### src/shared/pmt_pkg.sv
package pmt_pkg;

	// register bus geometry
	localparam int AVS_ADDR_W = 5;
	localparam int AVS_DATA_W = 32;

	// byte offsets of the register words
	localparam logic [4:0] OFF_COUNT = 5'h00;
	localparam logic [4:0] OFF_PERIOD = 5'h04;
	localparam logic [4:0] OFF_CTRL = 5'h08;
	localparam logic [4:0] OFF_IRQ_REQ = 5'h0C;
	localparam logic [4:0] OFF_IRQ_EN = 5'h10;
	localparam logic [4:0] OFF_STATE = 5'h14;

	// control word fields
	localparam int CTRL_PRE_LSB = 0;
	localparam int CTRL_PRE_MSB = 1;
	localparam int CTRL_RUN_BIT = 2;
	localparam int CTRL_POST_LSB = 3;
	localparam int CTRL_POST_MSB = 6;
	localparam int CTRL_UNUSED_BIT = 7;

	// interrupt request and enable words share this layout
	localparam int IRQ_FLAG_BIT = 1;

	// state word fields
	localparam int STATE_POST_LSB = 0;
	localparam int STATE_POST_MSB = 3;
	localparam int STATE_MATCH_BIT = 4;
	localparam int STATE_RUN_BIT = 5;

	// values after reset
	localparam logic [7:0] COUNT_RST = 8'h00;
	localparam logic [7:0] PERIOD_RST = 8'hFF;
	localparam logic [7:0] CTRL_RST = 8'h00;
	localparam logic [31:0] RDATA_RST = 32'h0000_0000;

	// clocking: CLK is the oscillator, instruction clock is CLK / 4
	localparam int CLK_MHZ = 200;
	localparam int INST_DIV = 4;
	localparam logic [1:0] INST_LAST = 2'h3;

	// prescaler terminal counts (ratio minus one)
	localparam logic [3:0] PRE_LAST_1 = 4'h0;
	localparam logic [3:0] PRE_LAST_4 = 4'h3;
	localparam logic [3:0] PRE_LAST_16 = 4'hF;

	typedef enum logic [1:0] {
		PRE_DIV1 = 2'b00,
		PRE_DIV4 = 2'b01,
		PRE_DIV16A = 2'b10,
		PRE_DIV16B = 2'b11
	} pmt_prescale_t;

endpackage : pmt_pkg

### src/shared/pmt_tick_if.sv
`timescale 1ns/1ps
interface pmt_tick_if;
	logic run;
	logic clear;
	logic [1:0] prescale_sel;
	logic pre_tick;

	modport ctl (
		output run,
		output clear,
		output prescale_sel,
		input pre_tick
	);

	modport div (
		input run,
		input clear,
		input prescale_sel,
		output pre_tick
	);
endinterface : pmt_tick_if

### src/pmt_prescaler.sv
`timescale 1ns/1ps
module pmt_prescaler
	import pmt_pkg::*;
(
	// clock and reset
	input wire logic clk,
	input wire logic srst,
	// timer side
	pmt_tick_if.div tick
);

	logic [1:0] inst_phase_reg;
	logic inst_tick;
	logic [3:0] pre_cnt_reg;
	logic [3:0] pre_last;
	logic pre_tick_reg;

	// instruction clock enable, oscillator divided by four
	always_ff @(posedge clk)
	begin
		if (srst)
			inst_phase_reg <= 2'h0;
		else
			inst_phase_reg <= inst_phase_reg + 2'h1;
	end

	assign inst_tick = (inst_phase_reg == INST_LAST);

	always_comb
	begin
		unique case (pmt_prescale_t'(tick.prescale_sel))
			PRE_DIV1: pre_last = PRE_LAST_1;
			PRE_DIV4: pre_last = PRE_LAST_4;
			PRE_DIV16A: pre_last = PRE_LAST_16;
			PRE_DIV16B: pre_last = PRE_LAST_16;
		endcase
	end

	// prescaler counts instruction ticks only while the timer runs
	always_ff @(posedge clk)
	begin
		if (srst || tick.clear)
			pre_cnt_reg <= 4'h0;
		else if (inst_tick && tick.run)
		begin
			if (pre_cnt_reg >= pre_last)
				pre_cnt_reg <= 4'h0;
			else
				pre_cnt_reg <= pre_cnt_reg + 4'h1;
		end
	end

	always_ff @(posedge clk)
	begin
		if (srst || tick.clear)
			pre_tick_reg <= 1'b0;
		else
			pre_tick_reg <= inst_tick && tick.run &&
				(pre_cnt_reg >= pre_last);
	end

	assign tick.pre_tick = pre_tick_reg;

endmodule : pmt_prescaler

### src/pmt_timer.sv
// Implementation choices: the register addresses and the Avalon-MM slave port.
`timescale 1ns/1ps
//
// Contract
// count clock is oscillator divided by four, then through the prescaler
// prescale select 00 gives 1, 01 gives 4, 1x gives 16
// every prescaler output pulse adds one to the count register
// count compared continuously with period, counts up from zero
// on match next increment loads zero and advances the postscaler
// postscaler output sets the timer interrupt flag
// postscale field bits 6 to 3 gives ratio of field plus one
// count and period read/write; reset gives count 00h, period FFh
// control bit 2 runs the timer when one, stops it when zero
// count or control write clears prescaler and postscaler, not count
// any reset clears prescaler and postscaler counters
// flag stays until software clears; request needs flag and enable
// control bit 7 ignores writes, reads zero; control resets to zero
//
module pmt_timer
	import pmt_pkg::*;
#(
	parameter int COUNT_W = 8
)
(
	// clock and reset
	input wire logic CLK,
	input wire logic SRST,
	// avalon-mm slave
	input wire logic [AVS_ADDR_W-1:0] AVS_ADDRESS,
	input wire logic AVS_READ,
	input wire logic AVS_WRITE,
	input wire logic [AVS_DATA_W-1:0] AVS_WRITEDATA,
	input wire logic [3:0] AVS_BYTEENABLE,
	output logic [AVS_DATA_W-1:0] AVS_READDATA,
	output logic AVS_WAITREQUEST,
	// interrupt
	output logic IRQ
);

	generate
		if (COUNT_W < 1 || COUNT_W > 8)
		begin : g_bad_width
			$error("pmt_timer: COUNT_W must lie in 1..8");
		end
		// read data is packed as 24 zero bits over the low byte lane
		if (AVS_DATA_W != 32)
		begin : g_bad_data
			$error("pmt_timer: bus data must be 32 bits");
		end
		// the word offsets need five address bits
		if (AVS_ADDR_W < 5)
		begin : g_bad_addr
			$error("pmt_timer: bus address must be at least 5 bits");
		end
		// the postscaler counter and its select field are both 4 bits
		if (CTRL_POST_MSB - CTRL_POST_LSB != 3)
		begin : g_bad_post
			$error("pmt_timer: postscale field must be 4 bits");
		end
	endgenerate

	// bus handshake
	logic wait_reg;
	logic wait_next;
	logic [AVS_DATA_W-1:0] rdata_reg;
	logic bus_req;
	logic bus_take;
	logic bus_commit;
	logic wr_lane0;
	logic rd_commit;
	logic [7:0] wdata;
	logic [7:0] rd_mux;

	// address decode
	logic sel_count;
	logic sel_period;
	logic sel_ctrl;
	logic sel_irq_req;
	logic sel_irq_en;
	logic sel_state;

	// register writes
	logic wr_count;
	logic wr_period;
	logic wr_ctrl;
	logic wr_irq_en;

	// timer state
	logic [COUNT_W-1:0] count_reg;
	logic [COUNT_W-1:0] period_reg;
	logic timer_run_reg;
	logic [1:0] prescale_sel_reg;
	logic [3:0] postscale_sel_reg;
	logic [3:0] post_cnt_reg;
	logic count_match;
	logic match_event;
	logic post_fire;
	logic scaler_clear;
	logic [COUNT_W-1:0] count_next;
	logic [COUNT_W-1:0] period_next;
	logic [3:0] post_cnt_next;

	// interrupt state
	logic period_irq_flag_reg;
	logic period_irq_enable_reg;
	logic flag_clear;
	logic irq_reg;
	logic flag_next;
	logic irq_enable_next;

	pmt_tick_if tick_if ();

	pmt_prescaler u_prescaler (
		.clk(CLK),
		.srst(SRST),
		.tick(tick_if.div)
	);

	// request is held by the master: first edge answers, second commits
	assign bus_req = AVS_READ || AVS_WRITE;
	assign bus_take = bus_req && wait_reg;
	assign bus_commit = bus_req && !wait_reg;
	assign wr_lane0 = bus_commit && AVS_WRITE && AVS_BYTEENABLE[0];
	assign rd_commit = bus_commit && AVS_READ;
	assign wdata = AVS_WRITEDATA[7:0];

	// one-hot word select; misaligned or unknown offsets select nothing
	always_comb
	begin
		sel_count = 1'b0;
		sel_period = 1'b0;
		sel_ctrl = 1'b0;
		sel_irq_req = 1'b0;
		sel_irq_en = 1'b0;
		sel_state = 1'b0;
		case (AVS_ADDRESS)
			OFF_COUNT: sel_count = 1'b1;
			OFF_PERIOD: sel_period = 1'b1;
			OFF_CTRL: sel_ctrl = 1'b1;
			OFF_IRQ_REQ: sel_irq_req = 1'b1;
			OFF_IRQ_EN: sel_irq_en = 1'b1;
			OFF_STATE: sel_state = 1'b1;
			default: ;
		endcase
	end

	assign wr_count = wr_lane0 && sel_count;
	assign wr_period = wr_lane0 && sel_period;
	assign wr_ctrl = wr_lane0 && sel_ctrl;
	assign wr_irq_en = wr_lane0 && sel_irq_en;

	// waitrequest drops for exactly one cycle per held request
	always_comb
	begin
		wait_next = 1'b1;
		if (bus_take)
			wait_next = 1'b0;
	end

	always_ff @(posedge CLK)
	begin
		if (SRST)
			wait_reg <= 1'b1;
		else
			wait_reg <= wait_next;
	end

	// read data; unused and unmapped bits read as zero
	always_comb
	begin
		rd_mux = 8'h00;
		if (sel_count)
			rd_mux[COUNT_W-1:0] = count_reg;
		else if (sel_period)
			rd_mux[COUNT_W-1:0] = period_reg;
		else if (sel_ctrl)
		begin
			rd_mux[CTRL_POST_MSB:CTRL_POST_LSB] = postscale_sel_reg;
			rd_mux[CTRL_RUN_BIT] = timer_run_reg;
			rd_mux[CTRL_PRE_MSB:CTRL_PRE_LSB] = prescale_sel_reg;
			rd_mux[CTRL_UNUSED_BIT] = 1'b0;
		end
		else if (sel_irq_req)
			rd_mux[IRQ_FLAG_BIT] = period_irq_flag_reg;
		else if (sel_irq_en)
			rd_mux[IRQ_FLAG_BIT] = period_irq_enable_reg;
		else if (sel_state)
		begin
			rd_mux[STATE_POST_MSB:STATE_POST_LSB] = post_cnt_reg;
			rd_mux[STATE_MATCH_BIT] = count_match;
			rd_mux[STATE_RUN_BIT] = timer_run_reg;
		end
	end

	always_ff @(posedge CLK)
	begin
		if (SRST)
			rdata_reg <= RDATA_RST;
		else if (bus_take && AVS_READ)
			rdata_reg <= {24'h00_0000, rd_mux};
	end

	// control register run bit; bit 7 is not stored
	always_ff @(posedge CLK)
	begin
		if (SRST)
			timer_run_reg <= CTRL_RST[CTRL_RUN_BIT];
		else if (wr_ctrl)
			timer_run_reg <= wdata[CTRL_RUN_BIT];
	end

	// prescale select field
	always_ff @(posedge CLK)
	begin
		if (SRST)
			prescale_sel_reg <= CTRL_RST[CTRL_PRE_MSB:CTRL_PRE_LSB];
		else if (wr_ctrl)
			prescale_sel_reg <= wdata[CTRL_PRE_MSB:CTRL_PRE_LSB];
	end

	// postscale select field
	always_ff @(posedge CLK)
	begin
		if (SRST)
			postscale_sel_reg <= CTRL_RST[CTRL_POST_MSB:CTRL_POST_LSB];
		else if (wr_ctrl)
			postscale_sel_reg <= wdata[CTRL_POST_MSB:CTRL_POST_LSB];
	end

	// prescaler steering
	assign scaler_clear = wr_count || wr_ctrl;
	assign tick_if.run = timer_run_reg;
	assign tick_if.clear = scaler_clear;
	assign tick_if.prescale_sel = prescale_sel_reg;

	// period register
	always_comb
	begin
		period_next = period_reg;
		if (wr_period)
			period_next = wdata[COUNT_W-1:0];
	end

	always_ff @(posedge CLK)
	begin
		if (SRST)
			period_reg <= PERIOD_RST[COUNT_W-1:0];
		else
			period_reg <= period_next;
	end

	// counter; a control write leaves the count alone
	assign count_match = (count_reg == period_reg);
	assign match_event = tick_if.pre_tick && count_match;

	// a count write wins over a tick that falls in the same cycle
	always_comb
	begin
		count_next = count_reg;
		if (wr_count)
			count_next = wdata[COUNT_W-1:0];
		else if (tick_if.pre_tick && count_match)
			count_next = '0;
		else if (tick_if.pre_tick)
			count_next = count_reg + COUNT_W'(1);
	end

	always_ff @(posedge CLK)
	begin
		if (SRST)
			count_reg <= COUNT_RST[COUNT_W-1:0];
		else
			count_reg <= count_next;
	end

	// postscaler: fires once every postscale_sel + 1 matches
	assign post_fire = match_event && (post_cnt_reg == postscale_sel_reg);

	always_comb
	begin
		post_cnt_next = post_cnt_reg;
		if (scaler_clear)
			post_cnt_next = 4'h0;
		else if (post_fire)
			post_cnt_next = 4'h0;
		else if (match_event)
			post_cnt_next = post_cnt_reg + 4'h1;
	end

	always_ff @(posedge CLK)
	begin
		if (SRST)
			post_cnt_reg <= 4'h0;
		else
			post_cnt_reg <= post_cnt_next;
	end

	// sticky flag, cleared by the read that saw it set
	assign flag_clear = rd_commit && sel_irq_req &&
		rdata_reg[IRQ_FLAG_BIT];

	// set wins over the read-clear in the same cycle
	always_comb
	begin
		flag_next = period_irq_flag_reg;
		if (post_fire)
			flag_next = 1'b1;
		else if (flag_clear)
			flag_next = 1'b0;
	end

	always_ff @(posedge CLK)
	begin
		if (SRST)
			period_irq_flag_reg <= 1'b0;
		else
			period_irq_flag_reg <= flag_next;
	end

	always_comb
	begin
		irq_enable_next = period_irq_enable_reg;
		if (wr_irq_en)
			irq_enable_next = wdata[IRQ_FLAG_BIT];
	end

	always_ff @(posedge CLK)
	begin
		if (SRST)
			period_irq_enable_reg <= 1'b0;
		else
			period_irq_enable_reg <= irq_enable_next;
	end

	always_ff @(posedge CLK)
	begin
		if (SRST)
			irq_reg <= 1'b0;
		else
			irq_reg <= period_irq_flag_reg && period_irq_enable_reg;
	end

	// outputs
	assign AVS_READDATA = rdata_reg;
	assign AVS_WAITREQUEST = wait_reg;
	assign IRQ = irq_reg;

endmodule : pmt_timer

### config.mk
export PLATFORM = sky130hd
export DESIGN_NAME = pmt_timer
export DESIGN_NICKNAME = d
export VERILOG_FILES = /design/src/shared/pmt_pkg.sv /design/src/shared/pmt_tick_if.sv /design/src/pmt_prescaler.sv /design/src/pmt_timer.sv
export SDC_FILE = /design/constraint.sdc
export NUM_CORES = 1
export LEC_CHECK = 0
export ABC_AREA = 1
export BUFFER_PORTS_ARGS = -buffer_cell sky130_fd_sc_hd__buf_2
export CORE_MARGIN = 4
export CORE_UTILIZATION = 56
export CTS_CLUSTER_DIAMETER = 60
export DETAILED_ROUTE_END_ITERATION = 7
export GPL_TIMING_DRIVEN = 1
export HOLD_SLACK_MARGIN = 0.05
export PLACE_DENSITY_LB_ADDON = 0.12
export SYNTH_ARGS = -nofsm -noshare
export SYNTH_HDL_FRONTEND = slang
export SYNTH_SLANG_ARGS = --single-unit
### constraint.sdc
create_clock -name CLK -period 2.2 [get_ports CLK]
set_clock_uncertainty 0.05 [all_clocks]
set_input_delay 0.44 -clock CLK [delete_from_list [all_inputs] [get_ports CLK]]
set_output_delay 0.44 -clock CLK [all_outputs]
set_load 0.005 [all_outputs]
==> impl_metrics.tcl, run 1 <==
set metrics [dict create \
    status "finished, final reports clean" \
    crit_type "register to register" \
    grt_pass1_wl_um 10050 \
    dieArea_um2 5934 \
    postCtsResizedCells 0 \
    die_y_um 77.04 \
    finalSetupViolCount 0 \
    r2r_slack_ns 0.57 \
    critPathRequiredTime_ns 2.35 \
    synth.largest_area_cell "dfxtp_1" \
    cts_buffers 5 \
    vias 2374 \
    syn_area_um2 2669 \
    synthToLayoutAreaGrowth_pct 6.282 \
    hold_violations 0 \
    seq_area_frac_synth_pct 34.51 \
    cp_top_family "simple AND/OR/NAND/NOR gates" \
    synth_area_leaders "dfxtp_1 35%, nand2_1 11%, buf_4 7.3%" \
    cts-root-buf "clkbuf_8" \
    ys_seq_elements 46 \
    peakVddDrop_mv 0.4469 \
    period_minus_slack_ns 1.629 \
    drc 0 \
    wl_per_cell_um 13.62 \
    antenna_found_initial 0 \
    synth_cell_type_count 31 \
    slew_violations 0 \
    rows 24 \
    first_pass_iters 5 \
    clock_path_buffers 2 \
    htreeDepth 2 \
    maxCapViolCount 0 \
    place.port_buffers 27 \
    reg2reg_to "count_reg[3]" \
    cp_num_buf_inv 4 \
    dp_hpwl_um 4517 \
    crit_end "count_reg[3]" \
    synth_top_area_share_pct 34.51 \
    drive_gt1_share_pct 14.11 \
    drt_iter0_markers 138 \
    post-cts-setup-buffers 0 \
    cts_tree "done" \
    num_io_pins 79 \
    hold_buffers 0 \
    grt_setup_unrepaired "no" \
    synthFlopType "dfxtp_1" \
    yosys_warnings 0 \
    grt_overflow_total 0 \
    fin_util_pct 63.39 \
    timing.rr.start "AVS_WAITREQUEST" \
    whs_ns 0.3299 \
    postSynth.asyncResetShare_pct 0 \
    crit_start "AVS_WAITREQUEST" \
    vias_per_cell 5.287 \
    critPathCaptureType "register" \
    nets 449 \
    final_cells 449 \
    holdCritPathClass "input pin to register" \
    core_region_area_um2 4474 \
    clk_latency_ns 0.30 \
    grt_max_degree 25 \
    ff2ff_path_depth 10 \
    power_density_nw_per_um2 531.1 \
    start_util_pct 59.65 \
    fin_crit_sh_pct 74.06 \
    worstSetupStartpointType "register" \
    detail-route-antenna-nets 0 \
    syn_area_per_cell_um2 7.233 \
    p_leak_nw 1.356 \
    wl_um 6116 \
    cp_slowest_stage_delay_ns 0.32 \
    fp.dieW_um 77.04 \
    crit_arrival_ns 1.78 \
    cpMaxStageDelayCell "dfxtp_1" \
    globalplace.congestion 0.9010 \
    path_cells "inv_1 > nand3_1 > inv_1 > nand2_4 > nand2_1 > inv_1 > nand2_1 > nand3_1 > nand2_1 > inv_1" \
    grt_pass1_vias 2122 \
    crit_path_frequent_cell "inv_1" \
    synth_edf_count 0 \
    place_inst 441 \
    fmax_ghz 0.6138 \
    crit_fanout 13 \
    synth.top_cells.by_count "77 x nand2_1, 46 x dfxtp_1, 46 x inv_1" \
    relSlewSlack_pct 51.40 \
    antenna_cells 0 \
    clkSlewWorstSetupHoldPaths_ns 0.08 \
    yosysMostFrequentCell "nand2_1" \
    worstMarginPinSlew_ns 0.7282 \
    grt_util_all_layers_pct 21.27 \
    cts.sinks 46 \
    finalSetupTns_ns 0 \
    cp.depth 10 \
    syn_inst 369 \
]
[through the flow]
step / setup slack [ns] / cell area, um2 / total power [mW]
floorplan: 0.7369 / 2755 / 0.9748
global placement: 0.3913 / 2745 / 0.9961
detailed placement: 0.3907 / 2745 / 0.9968
CTS: 0.5837 / 2836 / 1.519
global route: 0.3927 / 2836 / 1.574
finish: 0.5707 / 2836 / 1.507
[worst min-delay path: stages]
cell and delay [ns]:
buf_2 0.10, nand2_1 0.05, nand3_1 0.05
[power by group]
group / switching, mW / internal, mW / total [mW]
Clock: 0.274 / 0.254 / 0.528
Combinational: 0.0836 / 0.0418 / 0.125
Sequential: 0.00747 / 0.846 / 0.854
[cell type report]
type	instances	area [um2]
Fill cell	429	1638
Clock buffer	7	86.33
Timing Repair Buffer	29	150.1
Clock inverter	1	5.005
Sequential cell	46	920.9
Tap cell	52	65.06
Multi-Input combinational cell	265	1425
Inverter	49	183.9
[worst min-delay path by stage]
stage,startpoint,endpoint,slack [ns],depth (start not counted)
after floorplan,u_prescaler.inst_phase_reg[0],u_prescaler.inst_phase_reg[0],0.34,1
after global placement,u_prescaler.inst_phase_reg[0],u_prescaler.inst_phase_reg[0],0.35,1
after detailed placement,u_prescaler.inst_phase_reg[0],u_prescaler.inst_phase_reg[0],0.35,1
after CTS,AVS_WRITEDATA[7],period_reg[7],0.32,3
after global routing,AVS_WRITEDATA[7],period_reg[7],0.34,3
final,AVS_WRITEDATA[7],period_reg[7],0.33,3
[layer usage]
| metal | global-route usage (%) | share of wire [%] | up-vias |
|---|---|---|---|
| li1 | - | - | 1201 |
| met1 | 28.53 | 47 | 1074 |
| met2 | 32.84 | 44 | 87 |
| met3 | 4.567 | 6.8 | 12 |
| met4 | 9.431 | 2.4 | 0 |
| met5 | 0 | 0 | - |
[layout by cell type, fill, tap and decap left out, types with 2 or more instances in the layout]
cell type	synthesis	routed
a41oi_1	4	4
nand3_1	18	18
nor3_1	2	2
nand2_1	77	77
nor2_1	28	28
clkbuf_8	0	6
inv_1	46	46
o22ai_1	3	3
buf_4	26	2
nor2_2	2	2
a21oi_1	28	28
conb_1	1	24
xnor2_1	10	10
dfxtp_1	46	46
nand3_2	2	2
o21ai_0	20	20
ha_1	8	8
xor2_1	9	9
inv_2	3	3
buf_2	0	27
nor2_4	4	4
nand4_1	9	9
o211ai_1	6	6
nand2_2	5	5
[cells by family (layout without fill, tap and decap cells)]
family                     after synthesis  count (layout)  share of synthesized area, %
adders and majority gates                8               8                         3.751
AOI/OAI and AO/OA                       62              62                         12.94
DFF                                     46              46                         34.51
xor gates and xnor gates                19              19                         6.235
other                                    1              24                        0.1405
buffers and inverters                   81              86                         15.33
and+or+nand+nor                        152             152                         27.10
Power figures use the tool's default switching activity.
==> run 2, diff against run 1 <==
CORE_UTILIZATION = 47   (was 56)
clock period = 1.4 ns   (was 2.2 ns; I/O delays follow)
==> impl_metrics.tcl, run 2 (synthesized netlist as in run 1, its figures left out) <==
set metrics [dict create \
    core_region_area_um2 5507 \
    crit_type "register to register" \
    fill_cells 522 \
    grt_overflow_total 0 \
    peakVddDrop_mv 0.4582 \
    grt_pass1_wl_um 10770 \
    critPathRequiredTime_ns 1.59 \
    hold_violations 0 \
    dieArea_um2 6948 \
    maxCapViolCount 0 \
    pwr-share-seq_pct 56.7 \
    htreeDepth 2 \
    antenna_found_initial 0 \
    comb_power_share_pct 9.8 \
    clkSlewWorstSetupHoldPaths_ns 0.09 \
    vias 2489 \
    first_pass_iters 4 \
    antenna_cells 0 \
    wl_per_cell_um 12.78 \
    grt_max_degree 22 \
    hold_start "AVS_WRITEDATA[7]" \
    drc 0 \
    timing.rr.start "prescale_sel_reg[0]" \
    vias_per_cell 4.833 \
    cts.sinks 46 \
    regArea_um2 942.2 \
    cts_tree "done" \
    fp.dieW_um 83.36 \
    final_common_cell "nand2_1" \
    grt_setup_unrepaired "yes" \
    power.total_mw 2.363 \
    period_minus_slack_ns 1.490 \
    status "finished with violations" \
    p_sw_mw 0.6014 \
    p_leak_nw 1.635 \
    drt_iter0_markers 129 \
    finalSetupViolCount 9 \
    detail-route-antenna-nets 0 \
    fin_crit_sh_pct 106.4 \
    dp_hpwl_um 4992 \
    critPathCaptureType "register" \
    fmax_ghz 0.6712 \
    wl_um 6583 \
    holdCritPathClass "input pin to register" \
    setup_ws_ns -0.08981 \
    power.share.switching_pct 25.45 \
    violations "negative setup slack" \
    rows 27 \
    synthToLayoutAreaGrowth_pct 28.97 \
    internal-power_mw 1.762 \
    cts_buffers 5 \
    clock_path_buffers 2 \
    multi_input_area_um2 1602 \
    slew_violations 0 \
    worstSetupStartpointType "register" \
    r2r_slack_ns -0.09 \
    globalplace.congestion 0.8133 \
    grt_pass1_vias 2306 \
    die_y_um 83.36 \
    clock_power_share_pct 33.5 \
    drive_gt1_share_pct 34.09 \
    crit_start "prescale_sel_reg[0]" \
    clk_latency_ns 0.31 \
    cts-root-buf "clkbuf_8" \
    crit_fanout 4 \
    grt_util_all_layers_pct 18.81 \
    power_density_nw_per_um2 686.6 \
    nets 496 \
    start_util_pct 48.47 \
    crit_arrival_ns 1.68 \
    finalSetupTns_ns -0.4687 \
    num_io_pins 79 \
    final_cell_mix "68 x nand2_1, 41 x inv_1, 41 x buf_4" \
    place.port_buffers 27 \
]
[run 2: path summary, 6_finish.rpt]
path | end | cells past startpoint
min | period_reg[7] | 3
max reg2reg | u_prescaler.pre_cnt_reg[1] | 9
min reg2reg | u_prescaler.inst_phase_reg[0] | 1
max | u_prescaler.pre_cnt_reg[1] | 9
[run 2: power groups by stage]
| stage | logic, mW | registers, mW | clock network (mW) |
|---|---|---|---|
| finish | 0.232 | 1.34 | 0.791 |
| detailed placement | 0.223 | 1.37 | 0 |
| floorplan | 0.160 | 1.37 | 0 |
| global route | 0.259 | 1.34 | 0.854 |
| CTS | 0.224 | 1.34 | 0.810 |
| global placement | 0.221 | 1.37 | 0 |
[run 2: per-layer routing]
layer  routed length (um)  global-route usage, %  part of all wire, %  vias up
li1                     -                      -                    -     1296
met1                 3033                  24.41                   46     1134
met2                 3222                  31.85                   49       46
met3                  200                  2.480                  3.0       13
met4                  127                  6.686                  1.9        0
met5                    0                      0                    0        -
[run 2: repair_timing]
item / 4_1_cts / 5_1_grt
hold buffers: 0 / 0
pin swaps: 10 / 17
gates resized for setup: 10 / 56
endpoints found under the setup margin: 15 / 27
gates cloned: 0 / 1
setup buffers: 2 / 3
[run 2: cell type report]
class	instances	share of cell area, %
Clock inverter	1	0.2181
Timing Repair Buffer	75	15.67
Inverter	49	5.489
Sequential cell	46	27.37
Tap cell	72	2.617
Multi-Input combinational cell	266	46.53
Clock buffer	6	2.108
[run 2: through the flow]
step	instances	area (um2)	hold slack [ns]	util (%)	setup WS [ns]
2_1_floorplan	392	2755	0.3396	-	0.04704
3_3_place_gp	503	3110	0.3522	56.49	-0.1220
3_5_place_dp	503	3110	0.3560	56.49	-0.1238
4_1_cts	512	3231	0.1464	58.67	-0.09522
5_1_grt	515	3442	0.1604	62.51	-0.1481
6_report	515	3442	0.1505	62.51	-0.08981
[run 2: worst max-delay path, cell delays in order (launching register included)]
cell      delay, ns
dfxtp_2        0.34
nor2_4         0.14
ha_4           0.22
inv_2          0.05
nor2_2         0.03
o211ai_1       0.16
nand3_1        0.14
nand2_2        0.13
nand2_4        0.08
nor3_2         0.10
==> run 3, diff against run 2 <==
CORE_UTILIZATION = 56   (was 47)
clock period = 1.81 ns   (was 1.4 ns; I/O delays follow)
==> impl_metrics.tcl, run 3 (synthesized netlist as in run 1, its figures left out) <==
set metrics [dict create \
    hold_start "AVS_WRITEDATA[7]" \
    timing.rr.start "count_reg[5]" \
    globalplace.congestion 0.9505 \
    r2r_slack_ns 0.21 \
    grt_pass1_vias 2136 \
    grt_pass1_wl_um 10410 \
    final_area_um2 2888 \
    die_y_um 77.04 \
    reg2reg_to "post_cnt_reg[2]" \
    detail-route-antenna-nets 0 \
    vias 2330 \
    clkSlewWorstSetupHoldPaths_ns 0.08 \
    place.port_buffers 27 \
    grt_setup_unrepaired "no" \
    hold_violations 0 \
    crit_fanout 7 \
    fp.dieW_um 77.04 \
    fin_crit_sh_pct 88.13 \
    drive_gt1_share_pct 15.63 \
    wl_per_cell_um 13.73 \
    htreeDepth 2 \
    grt_max_degree 16 \
    p_leak_nw 1.390 \
    rows 24 \
    setup_ws_ns 0.2149 \
    grt_overflow_total 0 \
    nets 457 \
    crit_type "register to register" \
    cts_tree "done" \
    period_minus_slack_ns 1.595 \
    start_util_pct 59.65 \
    final_common_cell "nand2_1" \
    fill_cells 415 \
    vias_per_cell 5.121 \
    antenna_cells 0 \
    dieArea_um2 5934 \
    finalSetupViolCount 0 \
    num_io_pins 79 \
    slew_violations 0 \
    antenna_found_initial 0 \
    first_pass_iters 4 \
    crit_start "count_reg[5]" \
    critPathCaptureType "register" \
    ff2ff_path_depth 9 \
    hold_path_depth 3 \
    power_density_nw_per_um2 630.2 \
    maxCapViolCount 0 \
    placed_area_um2 2805 \
    grt_util_all_layers_pct 22.00 \
    final_cell_mix "77 x nand2_1, 46 x dfxtp_1, 46 x inv_1" \
    worstSetupStartpointType "register" \
    fin_util_pct 64.54 \
    whs_ns 0.2551 \
    postCtsResizedCells 0 \
    cts_buffers 5 \
    hold_buffers 0 \
    crit_arrival_ns 1.73 \
    clk_latency_ns 0.30 \
    post-cts-setup-buffers 0 \
    fmax_ghz 0.6269 \
    post-place-ws_ns 0.1682 \
    core_region_area_um2 4474 \
    status "finished, final reports clean" \
    clock_path_buffers 2 \
    holdCritPathClass "input pin to register" \
    holdPathEnd "period_reg[7]" \
    drc 0 \
    critPathRequiredTime_ns 1.95 \
    peakVddDrop_mv 0.4009 \
    wl_um 6247 \
    cts-root-buf "clkbuf_8" \
    synthToLayoutAreaGrowth_pct 8.204 \
    cts.sinks 46 \
    drt_iter0_markers 201 \
    dp_hpwl_um 4761 \
    finalSetupTns_ns 0 \
]
## run 3: routing by layer
| metal | vias up | routed length (um) | GRT usage (%) |
|---|---|---|---|
| met5 | - | 0 | 0 |
| met4 | 0 | 148 | 9.253 |
| met3 | 14 | 461 | 4.684 |
| met2 | 91 | 2671 | 32.84 |
| met1 | 1017 | 2966 | 30.63 |
| li1 | 1208 | - | - |
## run 3: worst max-delay path by stage
| stage | to | slack [ns] | cells past startpoint |
|---|---|---|---|
| after detailed placement | count_reg[6] | 0.17 | 11 |
| after global routing | post_cnt_reg[2] | 0.05 | 9 |
| after global placement | count_reg[6] | 0.19 | 11 |
| after CTS | post_cnt_reg[2] | 0.21 | 9 |
| final | post_cnt_reg[2] | 0.21 | 9 |
| after floorplan | count_reg[6] | 0.42 | 10 |
## run 3: stage by stage
stage,total power [mW],instances
global route,1.905,455
global placement,1.218,449
floorplan,1.185,392
finish,1.820,455
CTS,1.834,455
detailed placement,1.221,449
## run 3: worst max-delay path: stages, from the launching register on
cell and delay, ns:
dfxtp_1 0.46, nand2_1 0.08, nand2_1 0.08, nand2_1 0.08, nor2_2 0.17, nand3_2 0.19, inv_2 0.12, nand2_1 0.09
nand2_2 0.10, a21oi_1 0.05
## run 3: layout make-up
cell class	instances	area, um2	area share, %
repair buffers	37	210.2	7.279
multi-input cells	265	1425	49.35
well taps	52	65.06	2.253
inverters	49	183.9	6.369
clock buffers	6	82.58	2.860
flip-flops and latches	46	920.9	31.89
## run 3: report_power, final
part / switching (mW) / total (mW) / internal (mW) / leakage, nW
clock network: 0.325 / 0.620 / 0.295 / 0.0431
registers: 0.00883 / 1.04 / 1.03 / 0.373
logic: 0.105 / 0.163 / 0.0574 / 0.974
total: 0.439 / 1.82 / 1.38 / 1.39
